**config.mk**
```make
export PLATFORM = sky130hd
export DESIGN_NAME = itbu_top
export DESIGN_NICKNAME = d
export VERILOG_FILES = /design/src/rtl/itbu_pkg.sv /design/src/rtl/itbu_top.sv
export SDC_FILE = /design/constraint.sdc
export NUM_CORES = 1
export LEC_CHECK = 0
export CAP_MARGIN = 0
export CORE_AREA = 2 2 160 178
export CTS_CLUSTER_DIAMETER = 100
export CTS_CLUSTER_SIZE = 14
export DETAILED_ROUTE_END_ITERATION = 6
export DIE_AREA = 0 0 162 180
export DONT_BUFFER_PORTS = 1
export PLACE_DENSITY_LB_ADDON = 0.05
export SLEW_MARGIN = 30
export SYNTH_ARGS = -nofsm -noshare
export SYNTH_HDL_FRONTEND = slang
export SYNTH_SLANG_ARGS = --single-unit
```
**constraint.sdc**
```tcl
create_clock -name clk_i -period 3.65 [get_ports clk_i]
set_input_delay 0.1825 -clock clk_i [delete_from_list [all_inputs] [get_ports clk_i]]
set_output_delay 0.1825 -clock clk_i [all_outputs]
set_load 0.03 [all_outputs]
```
**src/rtl/itbu_pkg.sv**
```systemverilog
// package: register map, field layout and constants for the interrupt and time base unit
package itbu_pkg;
  localparam int          ITBU_NSRC        = 9;
  // source index order is also service priority, 0 highest
  localparam int          SRC_LOW_SUPPLY   = 0;
  localparam int          SRC_CONV_DONE    = 1;
  localparam int          SRC_NV_WRITE     = 2;
  localparam int          SRC_TMA_CMPA     = 3;
  localparam int          SRC_TMA_CMPP     = 4;
  localparam int          SRC_TMB_CMPA     = 5;
  localparam int          SRC_TMB_CMPP     = 6;
  localparam int          SRC_INTERVAL_0   = 7;
  localparam int          SRC_INTERVAL_1   = 8;
  // byte addresses on the register bus
  localparam logic [5:0]  ADDR_PSC_SEL     = 6'h00;
  localparam logic [5:0]  ADDR_TB0_CTRL    = 6'h04;
  localparam logic [5:0]  ADDR_TB1_CTRL    = 6'h08;
  localparam logic [5:0]  ADDR_REQ_FLAGS   = 6'h0C;
  localparam logic [5:0]  ADDR_SRC_ENABLE  = 6'h10;
  localparam logic [5:0]  ADDR_GLOBAL_CTRL = 6'h14;
  localparam logic [5:0]  ADDR_STACK_CFG   = 6'h18;
  localparam logic [5:0]  ADDR_EVT_STATUS  = 6'h1C;
  localparam logic [5:0]  ADDR_EVT_MASK    = 6'h20;
  localparam logic [5:0]  ADDR_REQ_SET     = 6'h24;
  // field positions
  localparam int          TB_ON_BIT        = 7;
  localparam int          TB_PERIOD_LSB    = 0;
  localparam int          TB_PERIOD_W      = 3;
  localparam int          PSC_SRC_LSB      = 0;
  localparam int          PSC_SRC_W        = 2;
  localparam int          GIE_BIT          = 0;
  localparam int          TB_BASE_EXP      = 8;
  localparam int          TB_CNT_W         = 16;
  // reset values
  localparam logic [7:0]  RST_TB_CTRL      = 8'h00;
  localparam logic [1:0]  RST_PSC_SRC      = 2'h0;
  localparam logic [3:0]  RST_STACK_DEPTH  = 4'h8;
  localparam int          EVT_NUM          = 3;
  localparam int          EVT_WAKE         = 0;
  localparam int          EVT_VECTOR       = 1;
  localparam int          EVT_STACK_BLOCK  = 2;
  localparam logic [1:0]  PSC_SYS          = 2'h0;
  localparam logic [1:0]  PSC_SYS_DIV4     = 2'h1;
endpackage

```
**src/rtl/itbu_top.sv**
```systemverilog
// interrupt request, vectoring, wake-up and two time base generators behind a Wishbone slave
`timescale 1ns/1ps
// Contract
// - low supply report sets its request flag
// - conversion done sets its request flag
// - nonvolatile write done sets its flag
// - two timers, A and P flags each
// - vector needs global, source enable, stack room
// - servicing clears source flag and global enable
// - interval overflow sets interval request flag
// - prescaler source: sys, sys/4, sub clock
// - bit 7 on; period 2^(8+n) clocks
// - flag rising edge wakes from sleep/idle
// - wake ignores all enable bits
// - flags stay set until serviced or cleared
// - vector call pushes program counter only
// - return-interrupt sets global enable, return not
// - full stack blocks acknowledge until pop
module itbu_top
  import itbu_pkg::*;
#(
  parameter int PC_W = 13
) (
  // clock and reset
  input  wire logic               clk_i,
  input  wire logic               rst_i,
  input  wire logic               ce_i,
  // wishbone slave
  input  wire logic               wb_cyc_i,
  input  wire logic               wb_stb_i,
  input  wire logic               wb_we_i,
  input  wire logic [5:0]         wb_adr_i,
  input  wire logic [3:0]         wb_sel_i,
  input  wire logic [31:0]        wb_dat_i,
  output logic      [31:0]        wb_dat_o,
  output logic                    wb_ack_o,
  // peripheral event pulses
  input  wire logic               low_supply_detector_i,
  input  wire logic               conv_done_i,
  input  wire logic               nv_write_done_i,
  input  wire logic [1:0]         tm_cmpa_match_i,
  input  wire logic [1:0]         tm_cmpp_match_i,
  input  wire logic               sub_clk_tick_i,
  // cpu core
  input  wire logic               cpu_take_i,
  input  wire logic [PC_W-1:0]    cpu_pc_i,
  input  wire logic               cpu_ret_i,
  input  wire logic               cpu_return_from_interrupt_i,
  input  wire logic               cpu_pop_i,
  input  wire logic               cpu_sleeping_i,
  output logic                    vec_req_o,
  output logic [3:0]              vec_idx_o,
  output logic                    vec_call_o,
  output logic [PC_W-1:0]         push_pc_o,
  output logic                    push_o,
  output logic                    ret_o,
  output logic                    wake_o,
  output logic                    irq_o
);

  logic [ITBU_NSRC-1:0] flag_q;
  logic [ITBU_NSRC-1:0] flag_prev_q;
  logic [ITBU_NSRC-1:0] enable_q;
  logic                 gie_q;
  logic [1:0]           psc_src_q;
  logic [7:0]           tb_ctrl_q [2];
  logic [3:0]           stack_depth_q;
  logic [3:0]           sp_q;
  logic [EVT_NUM-1:0]   evt_status_q;
  logic [EVT_NUM-1:0]   evt_mask_q;
  logic [1:0]           div4_q;
  logic                 psc_tick;
  logic [1:0]           tb_ovf;
  logic [ITBU_NSRC-1:0] hw_set;
  logic [ITBU_NSRC-1:0] sw_clr;
  logic [ITBU_NSRC-1:0] sw_set;
  logic [ITBU_NSRC-1:0] svc_clr;
  logic [ITBU_NSRC-1:0] eligible;
  logic                 stack_full;
  logic                 found;
  logic [3:0]           win_idx;
  logic                 vec_fire;
  logic                 wb_req;
  logic                 wb_wr;
  logic                 wake_evt;
  logic [EVT_NUM-1:0]   evt_set;
  logic [EVT_NUM-1:0]   evt_clr;

  assign wb_req = wb_cyc_i & wb_stb_i & ~wb_ack_o;
  assign wb_wr  = wb_req & wb_we_i & wb_sel_i[0];

  // prescaler clock: the sub clock arrives as a one-cycle tick already in this domain
  always_ff @(posedge clk_i)
  begin
    if (rst_i)
      div4_q <= 2'h0;
    else if (ce_i)
      div4_q <= div4_q + 2'h1;
  end

  always_comb
  begin
    if (psc_src_q == PSC_SYS)
      psc_tick = 1'b1;
    else if (psc_src_q == PSC_SYS_DIV4)
      psc_tick = (div4_q == 2'h3);
    else
      psc_tick = sub_clk_tick_i;
  end

  for (genvar g = 0; g < 2; g++)
  begin : g_tb
    logic [TB_CNT_W-1:0] cnt_q;
    logic [TB_CNT_W-1:0] last;
    assign last = TB_CNT_W'((32'h1 << (TB_BASE_EXP + 32'(tb_ctrl_q[g][TB_PERIOD_LSB +: TB_PERIOD_W]))) - 32'h1);
    assign tb_ovf[g] = ce_i & tb_ctrl_q[g][TB_ON_BIT] & psc_tick & (cnt_q == last);
    always_ff @(posedge clk_i)
    begin
      if (rst_i)
        cnt_q <= '0;
      else if (ce_i)
      begin
        if (!tb_ctrl_q[g][TB_ON_BIT])
          cnt_q <= '0;
        else if (tb_ovf[g])
          cnt_q <= '0;
        else if (psc_tick)
          cnt_q <= cnt_q + TB_CNT_W'(1);
      end
    end
  end

  always_comb
  begin
    hw_set = '0;
    hw_set[SRC_LOW_SUPPLY] = low_supply_detector_i;
    hw_set[SRC_CONV_DONE]  = conv_done_i;
    hw_set[SRC_NV_WRITE]   = nv_write_done_i;
    hw_set[SRC_TMA_CMPA]   = tm_cmpa_match_i[0];
    hw_set[SRC_TMA_CMPP]   = tm_cmpp_match_i[0];
    hw_set[SRC_TMB_CMPA]   = tm_cmpa_match_i[1];
    hw_set[SRC_TMB_CMPP]   = tm_cmpp_match_i[1];
    hw_set[SRC_INTERVAL_0] = tb_ovf[0];
    hw_set[SRC_INTERVAL_1] = tb_ovf[1];
  end

  // stack pointer counts words held, stack depth is the limit; full blocks every vector
  assign stack_full = (sp_q >= stack_depth_q);
  assign eligible   = flag_q & enable_q & {ITBU_NSRC{gie_q & ~stack_full}};

  always_comb
  begin
    found   = 1'b0;
    win_idx = 4'h0;
    for (int i = 0; i < ITBU_NSRC; i++)
    begin
      if (eligible[i] && !found)
      begin
        found   = 1'b1;
        win_idx = 4'(i);
      end
    end
  end

  assign vec_req_o = found;
  assign vec_idx_o = win_idx;
  assign vec_fire  = ce_i & found & cpu_take_i;

  always_comb
  begin
    svc_clr = '0;
    if (vec_fire)
      svc_clr[win_idx] = 1'b1;
    sw_clr = '0;
    sw_set = '0;
    if (wb_wr && wb_adr_i == ADDR_REQ_FLAGS)
      sw_clr = ~wb_dat_i[ITBU_NSRC-1:0];
    if (wb_wr && wb_adr_i == ADDR_REQ_SET)
      sw_set = wb_dat_i[ITBU_NSRC-1:0];
  end

  // a hardware set in the same cycle as any clear wins
  always_ff @(posedge clk_i)
  begin
    if (rst_i)
      flag_q <= '0;
    else if (ce_i)
      flag_q <= (flag_q & ~sw_clr & ~svc_clr) | sw_set | hw_set;
  end

  always_ff @(posedge clk_i)
  begin
    if (rst_i)
      flag_prev_q <= '0;
    else if (ce_i)
      flag_prev_q <= flag_q;
  end

  // wake looks only at flag edges, never at enables; the wake output is gated by the sleep state
  assign wake_evt = |(flag_q & ~flag_prev_q);
  assign wake_o   = ce_i & wake_evt & cpu_sleeping_i;

  always_ff @(posedge clk_i)
  begin
    if (rst_i)
      gie_q <= 1'b0;
    else if (ce_i)
    begin
      if (vec_fire)
        gie_q <= 1'b0;
      else if (cpu_return_from_interrupt_i)
        gie_q <= 1'b1;
      else if (wb_wr && wb_adr_i == ADDR_GLOBAL_CTRL)
        gie_q <= wb_dat_i[GIE_BIT];
    end
  end

  // stack pointer tracks pushes from vector calls and pops from any return
  always_ff @(posedge clk_i)
  begin
    if (rst_i)
      sp_q <= 4'h0;
    else if (ce_i)
    begin
      if (vec_fire && !(cpu_pop_i || cpu_ret_i || cpu_return_from_interrupt_i))
        sp_q <= sp_q + 4'h1;
      else if (!vec_fire && (cpu_pop_i || cpu_ret_i || cpu_return_from_interrupt_i) && sp_q != 4'h0)
        sp_q <= sp_q - 4'h1;
    end
  end

  always_ff @(posedge clk_i)
  begin
    if (rst_i)
    begin
      vec_call_o <= 1'b0;
      push_o     <= 1'b0;
      push_pc_o  <= '0;
      ret_o      <= 1'b0;
    end
    else if (ce_i)
    begin
      vec_call_o <= vec_fire;
      push_o     <= vec_fire;
      ret_o      <= cpu_ret_i | cpu_return_from_interrupt_i;
      if (vec_fire)
        push_pc_o <= cpu_pc_i;
    end
  end

  always_ff @(posedge clk_i)
  begin
    if (rst_i)
    begin
      psc_src_q     <= RST_PSC_SRC;
      tb_ctrl_q[0]  <= RST_TB_CTRL;
      tb_ctrl_q[1]  <= RST_TB_CTRL;
      enable_q      <= '0;
      stack_depth_q <= RST_STACK_DEPTH;
      evt_mask_q    <= '0;
    end
    else if (ce_i && wb_wr)
    begin
      if (wb_adr_i == ADDR_PSC_SEL)
        psc_src_q <= wb_dat_i[PSC_SRC_LSB +: PSC_SRC_W];
      else if (wb_adr_i == ADDR_TB0_CTRL)
        tb_ctrl_q[0] <= wb_dat_i[7:0] & 8'h87;
      else if (wb_adr_i == ADDR_TB1_CTRL)
        tb_ctrl_q[1] <= wb_dat_i[7:0] & 8'h87;
      else if (wb_adr_i == ADDR_SRC_ENABLE)
        enable_q <= wb_dat_i[ITBU_NSRC-1:0];
      else if (wb_adr_i == ADDR_STACK_CFG)
        stack_depth_q <= wb_dat_i[3:0];
      else if (wb_adr_i == ADDR_EVT_MASK)
        evt_mask_q <= wb_dat_i[EVT_NUM-1:0];
    end
  end

  always_comb
  begin
    evt_set = '0;
    evt_set[EVT_WAKE]        = wake_evt;
    evt_set[EVT_VECTOR]      = vec_fire;
    evt_set[EVT_STACK_BLOCK] = gie_q & stack_full & |(flag_q & enable_q);
    evt_clr = '0;
    if (wb_wr && wb_adr_i == ADDR_EVT_STATUS)
      evt_clr = wb_dat_i[EVT_NUM-1:0];
  end

  always_ff @(posedge clk_i)
  begin
    if (rst_i)
      evt_status_q <= '0;
    else if (ce_i)
      evt_status_q <= (evt_status_q & ~evt_clr) | evt_set;
  end

  assign irq_o = |(evt_status_q & evt_mask_q);

  // single wait-free answer: ack one cycle after the strobe, dropped the cycle after
  always_ff @(posedge clk_i)
  begin
    if (rst_i)
    begin
      wb_ack_o <= 1'b0;
      wb_dat_o <= 32'h0000_0000;
    end
    else if (ce_i)
    begin
      wb_ack_o <= wb_req;
      if (wb_req && !wb_we_i)
      begin
        if (wb_adr_i == ADDR_PSC_SEL)
          wb_dat_o <= 32'(psc_src_q);
        else if (wb_adr_i == ADDR_TB0_CTRL)
          wb_dat_o <= 32'(tb_ctrl_q[0]);
        else if (wb_adr_i == ADDR_TB1_CTRL)
          wb_dat_o <= 32'(tb_ctrl_q[1]);
        else if (wb_adr_i == ADDR_REQ_FLAGS)
          wb_dat_o <= 32'(flag_q);
        else if (wb_adr_i == ADDR_SRC_ENABLE)
          wb_dat_o <= 32'(enable_q);
        else if (wb_adr_i == ADDR_GLOBAL_CTRL)
          wb_dat_o <= {24'h000000, sp_q, 3'h0, gie_q};
        else if (wb_adr_i == ADDR_STACK_CFG)
          wb_dat_o <= 32'(stack_depth_q);
        else if (wb_adr_i == ADDR_EVT_STATUS)
          wb_dat_o <= 32'(evt_status_q);
        else if (wb_adr_i == ADDR_EVT_MASK)
          wb_dat_o <= 32'(evt_mask_q);
        else
          wb_dat_o <= 32'h0000_0000;
      end
    end
  end

  a_service_clears: assert property (@(posedge clk_i) disable iff (rst_i)
    vec_fire |=> !gie_q && !flag_q[$past(win_idx)])
    else $error("service did not clear flag and global enable");
  a_vector_needs_all: assert property (@(posedge clk_i) disable iff (rst_i)
    vec_req_o |-> gie_q && enable_q[vec_idx_o] && flag_q[vec_idx_o] && !stack_full)
    else $error("vector request without all conditions");
  a_full_blocks: assert property (@(posedge clk_i) disable iff (rst_i)
    stack_full |-> !vec_req_o)
    else $error("vector request with full stack");
  a_priority_fixed: assert property (@(posedge clk_i) disable iff (rst_i)
    vec_req_o |-> ((eligible & ((9'h001 << vec_idx_o) - 9'h001)) == 9'h000))
    else $error("lower priority source chosen");
  a_flag_sticky: assert property (@(posedge clk_i) disable iff (rst_i)
    ce_i && flag_q[0] && !svc_clr[0] && !sw_clr[0] |=> flag_q[0])
    else $error("request flag dropped on its own");
  a_hw_sets_flag: assert property (@(posedge clk_i) disable iff (rst_i)
    ce_i && low_supply_detector_i |=> flag_q[SRC_LOW_SUPPLY])
    else $error("low supply event lost");
  a_return_from_interrupt_enables: assert property (@(posedge clk_i) disable iff (rst_i)
    ce_i && cpu_return_from_interrupt_i && !vec_fire |=> gie_q)
    else $error("return from interrupt left global enable low");
  a_ret_keeps_off: assert property (@(posedge clk_i) disable iff (rst_i)
    ce_i && cpu_ret_i && !cpu_return_from_interrupt_i && !gie_q && !wb_wr |=> !gie_q)
    else $error("plain return set global enable");
  a_push_pc: assert property (@(posedge clk_i) disable iff (rst_i)
    vec_fire |=> push_o && push_pc_o == $past(cpu_pc_i))
    else $error("pushed value is not the program counter");
  a_wake_edge: assert property (@(posedge clk_i) disable iff (rst_i)
    ce_i && cpu_sleeping_i && $rose(flag_q[SRC_INTERVAL_0]) |-> wake_o)
    else $error("flag rise did not wake");
  a_tb_off_zero: assert property (@(posedge clk_i) disable iff (rst_i)
    ce_i && !tb_ctrl_q[0][TB_ON_BIT] |=> g_tb[0].cnt_q == '0)
    else $error("divider not held at zero while off");
  a_tb_overflow: assert property (@(posedge clk_i) disable iff (rst_i)
    tb_ovf[0] |=> flag_q[SRC_INTERVAL_0])
    else $error("interval overflow did not set flag");

  c_vector: cover property (@(posedge clk_i) vec_fire);
  c_nested_block: cover property (@(posedge clk_i) evt_set[EVT_STACK_BLOCK]);
  c_wake: cover property (@(posedge clk_i) wake_o);
  c_tb_ovf: cover property (@(posedge clk_i) tb_ovf[1]);

endmodule // itbu_top

```
Word level (Yosys, flattened, before mapping)
Memory sizes are Yosys's and may differ from the RTL's. Cells that the tools add are included.

Register bits: 126. Memories: 1. Memory bits (writable): 8.

Memory list: tb_ctrl_q (words 2, width 4, read ports 2, clocked after Yosys merged registers in 0, wr ports 2, line itbu_top.sv:66) `logic [7:0] tb_ctrl_q [2];`.

Multiplexer cells: 60. Bitwise operators: 42. Equal/unequal tests: 15. Add/subtract/negate cells: 9. $lt $le $gt $ge: 3. Shifts and indexed selects: 2. Reduce and logical (&&, ||, !) cells: 49.

Operators by type and width (count): $mux 16 (6); $mux 9 (8); $mux 4 (12); $and 9x9->9 (5); $not 9->9 (4); $add 16x1->16 const B (2); $eq 16x16->1 (2); $shl 1x5->16 const A (2); $sub 16x1->16 const B (2); $mux 1 (29); $eq 6x5->1 const B (4); $logic_and 1x1->1 (18); $or 9x9->9 (2); $reduce_or 9->1 (2); $and 1x1->1 (17); $reduce_and 2->1 (7); $eq 6x4->1 const B (2); $eq 6x6->1 const B (2); $logic_not 1->1 (11); $add 4x3->5 const A (2); $mux 3 (3); $mux 8 (1); $not 1->1 (7); $reduce_and 7->1 (1); other kinds (24) (29).

Logic depth before layout (Yosys ltp)
Word-level depth: 38. Depth in mapped cells: 13. Gate-level depth less buffers: 13.

Worst setup path after synthesis
No wires, ideal clock.

Kind: register to register. Start: register sp_q[0]. End: register sp_q[3]. Period minus slack after synthesis: 2.904 ns. Setup slack: 0.746 ns. Cell stages (with the launch flop): 14. Path buffers: 0. Setup time: 0.128 ns. Arrival time: 2.777 ns. Path through: dfxtp_1 inv_1 ha_1 nor3b_1 o211ai_1 nor2_1 nand3_1 ha_1 a21o_1 a21oi_1 nand2_1 mux2i_1 xnor2_1 nor2_1.

Word-level cells in the longest chain between the ends: 36.

Ends and longest elaborated chain: start: declaration (line itbu_top.sv:68) `logic [3:0] sp_q;`; start signal: assignment (line itbu_top.sv:226) `sp_q <= sp_q + 4'h1;`; start signal: assignment (line itbu_top.sv:228) `sp_q <= sp_q - 4'h1;`; $ge 4x4->1 (line itbu_top.sv:148) `assign stack_full = (sp_q >= stack_depth_q);`; $not 1->1 (line itbu_top.sv:149) `assign eligible = flag_q & enable_q & {ITBU_NSRC{gie_q & ~stack_full}};`; $and 1x1->1 (line itbu_top.sv:149); $and 9x9->9 (line itbu_top.sv:149); $mux 1 (line itbu_top.sv:157) `if (eligible[i] && !found)`; $logic_not 1->1 (line itbu_top.sv:157); $logic_and 1x1->1 (line itbu_top.sv:157); $mux 1 (line itbu_top.sv:157); (+18 left out); $logic_not 1->1 (line itbu_top.sv:157); $logic_and 1x1->1 (line itbu_top.sv:157); $mux 1 (line itbu_top.sv:157); $and 1x1->1 (2 in a row) (line itbu_top.sv:167) `assign vec_fire = ce_i & found & cpu_take_i;`; $logic_not 1->1 (line itbu_top.sv:227) `else if (!vec_fire && (cpu_pop_i || cpu_ret_i || cpu_return_from_interrupt_i) && sp_q != 4'h0)`; $logic_and 1x1->1 (2 in a row) (line itbu_top.sv:227); $reduce_bool 2->1 (no line); $reduce_and 2->1 (no line).

Parallel ways exist; a longest one is shown, timed or not. The select of a mux whose other input is x is not followed. A chain may end at the register's enable or synchronous reset.

Worst setup path in the final report
Same ends and word-level chain as after synthesis.

==> impl_metrics.sql <==
INSERT INTO impl_metrics (metric_group, metric, value, unit) VALUES
('cells_and_area', 'nFillCells', '2991', ''),
('sta', 'finalCriticalPeriod', '2.90', 'ns'),
('critical_path', 'timing.critical_path.from', 'sp_q[0]$_SDFFE_PP0P_', ''),
('cts', 'cts_resized', '0', ''),
('cells_and_area', 'antenna_cells_inserted', '0', ''),
('cts', 'tritoncts.num_buffers', '9', ''),
('power', 'peakVddDrop', '0.210', 'mV'),
('sta', 'finalSetupViolations', '0', ''),
('yosys', 'synth.avg_cell_area', '8.26', 'um2'),
('yosys', 'synth_async_sr_flop_share', '0', '%'),
('global_routing', 'overflow', '0', ''),
('sta', 'report.final.slew_viol_count', '0', ''),
('route', 'drt.antenna.violating_nets', '0', ''),
('cells_and_area', 'layoutNonFillerInstCount', '1132', ''),
('placement', 'place.gp.congestion', '0.757', ''),
('yosys', 'synth-edff-count', '8', ''),
('placement', 'place.detailed.instances', '1089', ''),
('die', 'floorplan.initialDensity', '22.7', '%'),
('die', 'die-height', '180', 'um'),
('cells_and_area', 'nets', '848', ''),
('route', 'dr_total_vias', '5514', ''),
('critical_path', 'r2r-start', 'sp_q[0]$_SDFFE_PP0P_', ''),
('critical_path', 'cp_data_arrival_time', '3.16', 'ns'),
('sta', 'final-hold-violation-count', '0', ''),
('critical_path', 'critPathRequiredTime', '3.91', 'ns'),
('cts', 'worst_skew_pair.late_latency', '0.37', 'ns'),
('sta', 'max_freq', '0.344', 'GHz'),
('sta', 'worst_case_clock_skew', '0.0147', 'ns'),
('global_routing', 'grt_pass1_vias', '5415', ''),
('critical_path', 'end_kind', 'flip-flop', ''),
('power', 'switching_share', '30.6', '%'),
('yosys', 'yosys-top-cells-count', 'sky130_fd_sc_hd__dfxtp_1 (103), sky130_fd_sc_hd__nor2_1 (92), sky130_fd_sc_hd__nand2_1 (72), sky130_fd_sc_hd__mux2i_1 (47)', ''),
('sta', 'finalCritPeriodShare', '79.6', '%'),
('flow_run', 'cap_violations', '0', ''),
('critical_path', 'regToRegEndpoint', 'sp_q[3]$_SDFFE_PP0P_', ''),
('critical_path', 'crit_end', 'sp_q[3]$_SDFFE_PP0P_', ''),
('sta', 'sum_neg_setup_slack', '0', 'ns'),
('placement', 'port_buffers', '0', ''),
('yosys', 'netlist.area_leader.share', '33.1', '%'),
('placement', 'detailed_place_hpwl', '15.3', 'mm'),
('power', 'cellLeakagePower', '2.68', 'nW'),
('min_path', 'timing.hold.worst.class', 'input pin to flip-flop', ''),
('cts', 'cts_setup_buffers', '0', ''),
('route', 'drcViolationCount', '0', ''),
('yosys', 'post-synth-top-count-cell', 'sky130_fd_sc_hd__dfxtp_1', ''),
('critical_path', 'setup.worst_path.class', 'flip-flop to flip-flop', ''),
('run_status', 'run_status', 'complete, no violations', ''),
('die', 'dieWidth', '162', 'um'),
('power', 'comb_power_share', '14.5', '%'),
('yosys', 'synth_top_cell_by_area', 'sky130_fd_sc_hd__dfxtp_1', ''),
('yosys', 'ys.warnings.count', '0', ''),
('cts', 'cts_sinks', '111', ''),
('yosys', 'synth_seq_area_share', '37.0', '%'),
('route', 'drt_wl_total', '21.9', 'mm'),
('critical_path', 'rrSetupSlack', '0.75', 'ns'),
('sta', 'unrepaired_setup_endpoints_after_global_routing', 'false', ''),
('placement', 'place_ws', '0.730', 'ns'),
('global_routing', 'grt_first_pass_wirelength', '33.3', 'mm'),
('cells_and_area', 'layout.core_utilization', '26.0', '%'),
('yosys', 'synth.area.top_cells', 'sky130_fd_sc_hd__dfxtp_1 (33%), sky130_fd_sc_hd__mux2i_1 (7.6%), sky130_fd_sc_hd__nor2_1 (5.5%), sky130_fd_sc_hd__nand2_1 (4.3%), sky130_fd_sc_hd__edfxtp_1 (3.9%)', ''),
('route', 'avgRoutedWirePerCell', '19.4', 'um'),
('sta', 'setup_ws', '0.745', 'ns'),
('cts', 'clk_root_buffer_cell', 'sky130_fd_sc_hd__clkbuf_16', ''),
('cts', 'clkSlewWorstSetupHoldPaths', '0.09', 'ns'),
('route', 'detail_route.vias_per_cell', '4.87', ''),
('die', 'die_area', '29200', 'um2'),
('critical_path', 'worst_path_largest_cell_delay', '0.47', 'ns'),
('yosys', 'synthDistinctLibCells', '74', ''),
('power', 'p_int', '1.92', 'mW'),
('cts', 'tritoncts_clock_tree', 'built', ''),
('global_routing', 'grt_start_max_net_pins', '69', '');
[power groups by stage]
stage	clock network [mW]	registers, mW	logic [mW]
CTS	1.07	1.34	0.408
floorplan	0	1.34	0.320
global route	1.12	1.35	0.450
detailed placement	0	1.37	0.353
finish	1.02	1.34	0.401
global placement	0	1.37	0.352
[critical path: cells and delay by family, from the launching register on]
family | cells | cell delay (ns)
adders and majority gates | 2 | 0.60
muxes | 1 | 0.16
and+or+nand+nor | 5 | 0.76
xor gates and xnor gates | 1 | 0.14
DFF | 1 | 0.47
AOI/OAI and AO/OA | 3 | 0.51
buffers and inverters | 1 | 0.12
[flip-flops by register name, summed over array words and instances (netlist names), 2 cells and up]
| register | cells |
|---|---|
| g_tb.cnt_q | 32 |
| push_pc_o | 13 |
| enable_q | 9 |
| flag_prev_q | 9 |
| flag_q | 9 |
| wb_dat_o | 9 |
| tb_ctrl_q | 8 |
| sp_q | 4 |
| stack_depth_q | 4 |
| evt_mask_q | 3 |
| evt_status_q | 3 |
| div4_q | 2 |
| psc_src_q | 2 |
[metrics by stage]
| step | instance area [um2] | hold slack, ns | power (mW) |
|---|---|---|---|
| 2_1_floorplan | 6310 | 0.321 | 1.66 |
| 3_3_place_gp | 6520 | 0.272 | 1.72 |
| 3_5_place_dp | 6530 | 0.273 | 1.72 |
| 4_1_cts | 7120 | 0.000662 | 2.82 |
| 5_1_grt | 7120 | 0.0249 | 2.92 |
| 6_report | 7120 | 0.0158 | 2.77 |
[how the worst min path moves through the flow]
stage,slack (ns),to,cells after the start,start
floorplan,0.32,stack_depth_q[3]$_SDFFE_PP1P_,2,wb_dat_i[3]
global placement,0.27,div4_q[0]$_SDFFE_PP0P_,1,rst_i
detailed placement,0.27,evt_mask_q[1]$_SDFFE_PP0P_,1,rst_i
CTS,0.0007,flag_q[6]$_SDFFE_PP0P_,2,ce_i
global route,0.02,tb_ctrl_q[0][3]$_DFFE_PP_,1,wb_dat_i[7]
finish,0.02,flag_q[6]$_SDFFE_PP0P_,2,ce_i
[placed cells by master, fill, tap and decap left out, types with 4 or more instances in the layout]
cell	synthesis	final
sky130_fd_sc_hd__dfxtp_1	103	103
sky130_fd_sc_hd__nor2_1	92	92
sky130_fd_sc_hd__nand2_1	72	72
sky130_fd_sc_hd__mux2i_1	47	47
sky130_fd_sc_hd__a21oi_1	39	39
sky130_fd_sc_hd__o21ai_0	39	39
sky130_fd_sc_hd__nand3_1	37	37
sky130_fd_sc_hd__dlygate4sd3_1	0	25
sky130_fd_sc_hd__inv_1	23	23
sky130_fd_sc_hd__nor3_1	23	23
sky130_fd_sc_hd__conb_1	1	23
sky130_fd_sc_hd__buf_4	25	14
sky130_fd_sc_hd__and2_1	12	12
sky130_fd_sc_hd__o211ai_1	11	11
sky130_fd_sc_hd__nand2b_1	11	11
sky130_fd_sc_hd__a211oi_1	11	11
sky130_fd_sc_hd__ha_1	9	9
sky130_fd_sc_hd__clkbuf_16	0	9
sky130_fd_sc_hd__nand4_1	8	8
sky130_fd_sc_hd__edfxtp_1	8	8
sky130_fd_sc_hd__and3_1	7	7
sky130_fd_sc_hd__a221o_1	6	6
sky130_fd_sc_hd__or3_1	6	6
sky130_fd_sc_hd__nor2b_1	6	6
sky130_fd_sc_hd__xnor2_1	6	6
sky130_fd_sc_hd__o221ai_1	5	5
sky130_fd_sc_hd__o22ai_1	5	5
sky130_fd_sc_hd__mux2_2	5	5
sky130_fd_sc_hd__xor2_1	5	5
sky130_fd_sc_hd__a22o_1	5	5
sky130_fd_sc_hd__a22oi_1	4	4
sky130_fd_sc_hd__a221oi_1	4	4
sky130_fd_sc_hd__a21o_1	4	4
sky130_fd_sc_hd__a31o_2	4	4
[kinds of logic after synthesis]
logic type                 Yosys count  synth area share [%]
AOI/OAI and AO/OA                  178                  19.9
adders and majority gates           10                  2.13
muxes                               52                  8.46
DFF                                111                  37.0
xor gates and xnor gates            11                  1.55
buffers and inverters               86                  6.98
other                                1                0.0603
and+or+nand+nor                    304                  23.9
[layout make-up]
type / count / area (um2) / area share, %
Inverter: 23 / 86.3 / 1.21
Multi-Input combinational cell: 578 / 3580 / 50.3
Sequential cell: 111 / 2300 / 32.3
Clock inverter: 7 / 63.8 / 0.896
Timing Repair Buffer: 41 / 403 / 5.66
Tap cell: 363 / 454 / 6.38
Clock buffer: 9 / 225 / 3.16
[per-layer routing]
layer | part of all wire, % | track usage [%] | up-vias
met3 | 4.5 | 2.84 | 18
li1 | - | - | 2718
met5 | 0 | 0 | -
met4 | 1.4 | 4.18 | 0
met1 | 43 | 18.6 | 2665
met2 | 51 | 26.6 | 113
[what timing repair did]
action                                  4_1_cts  5_1_grt
endpoints found under the setup margin        0        0
endpoints found under the hold margin        70        0
hold buffers                                 27        0
(Power assumes the default switching activity.)
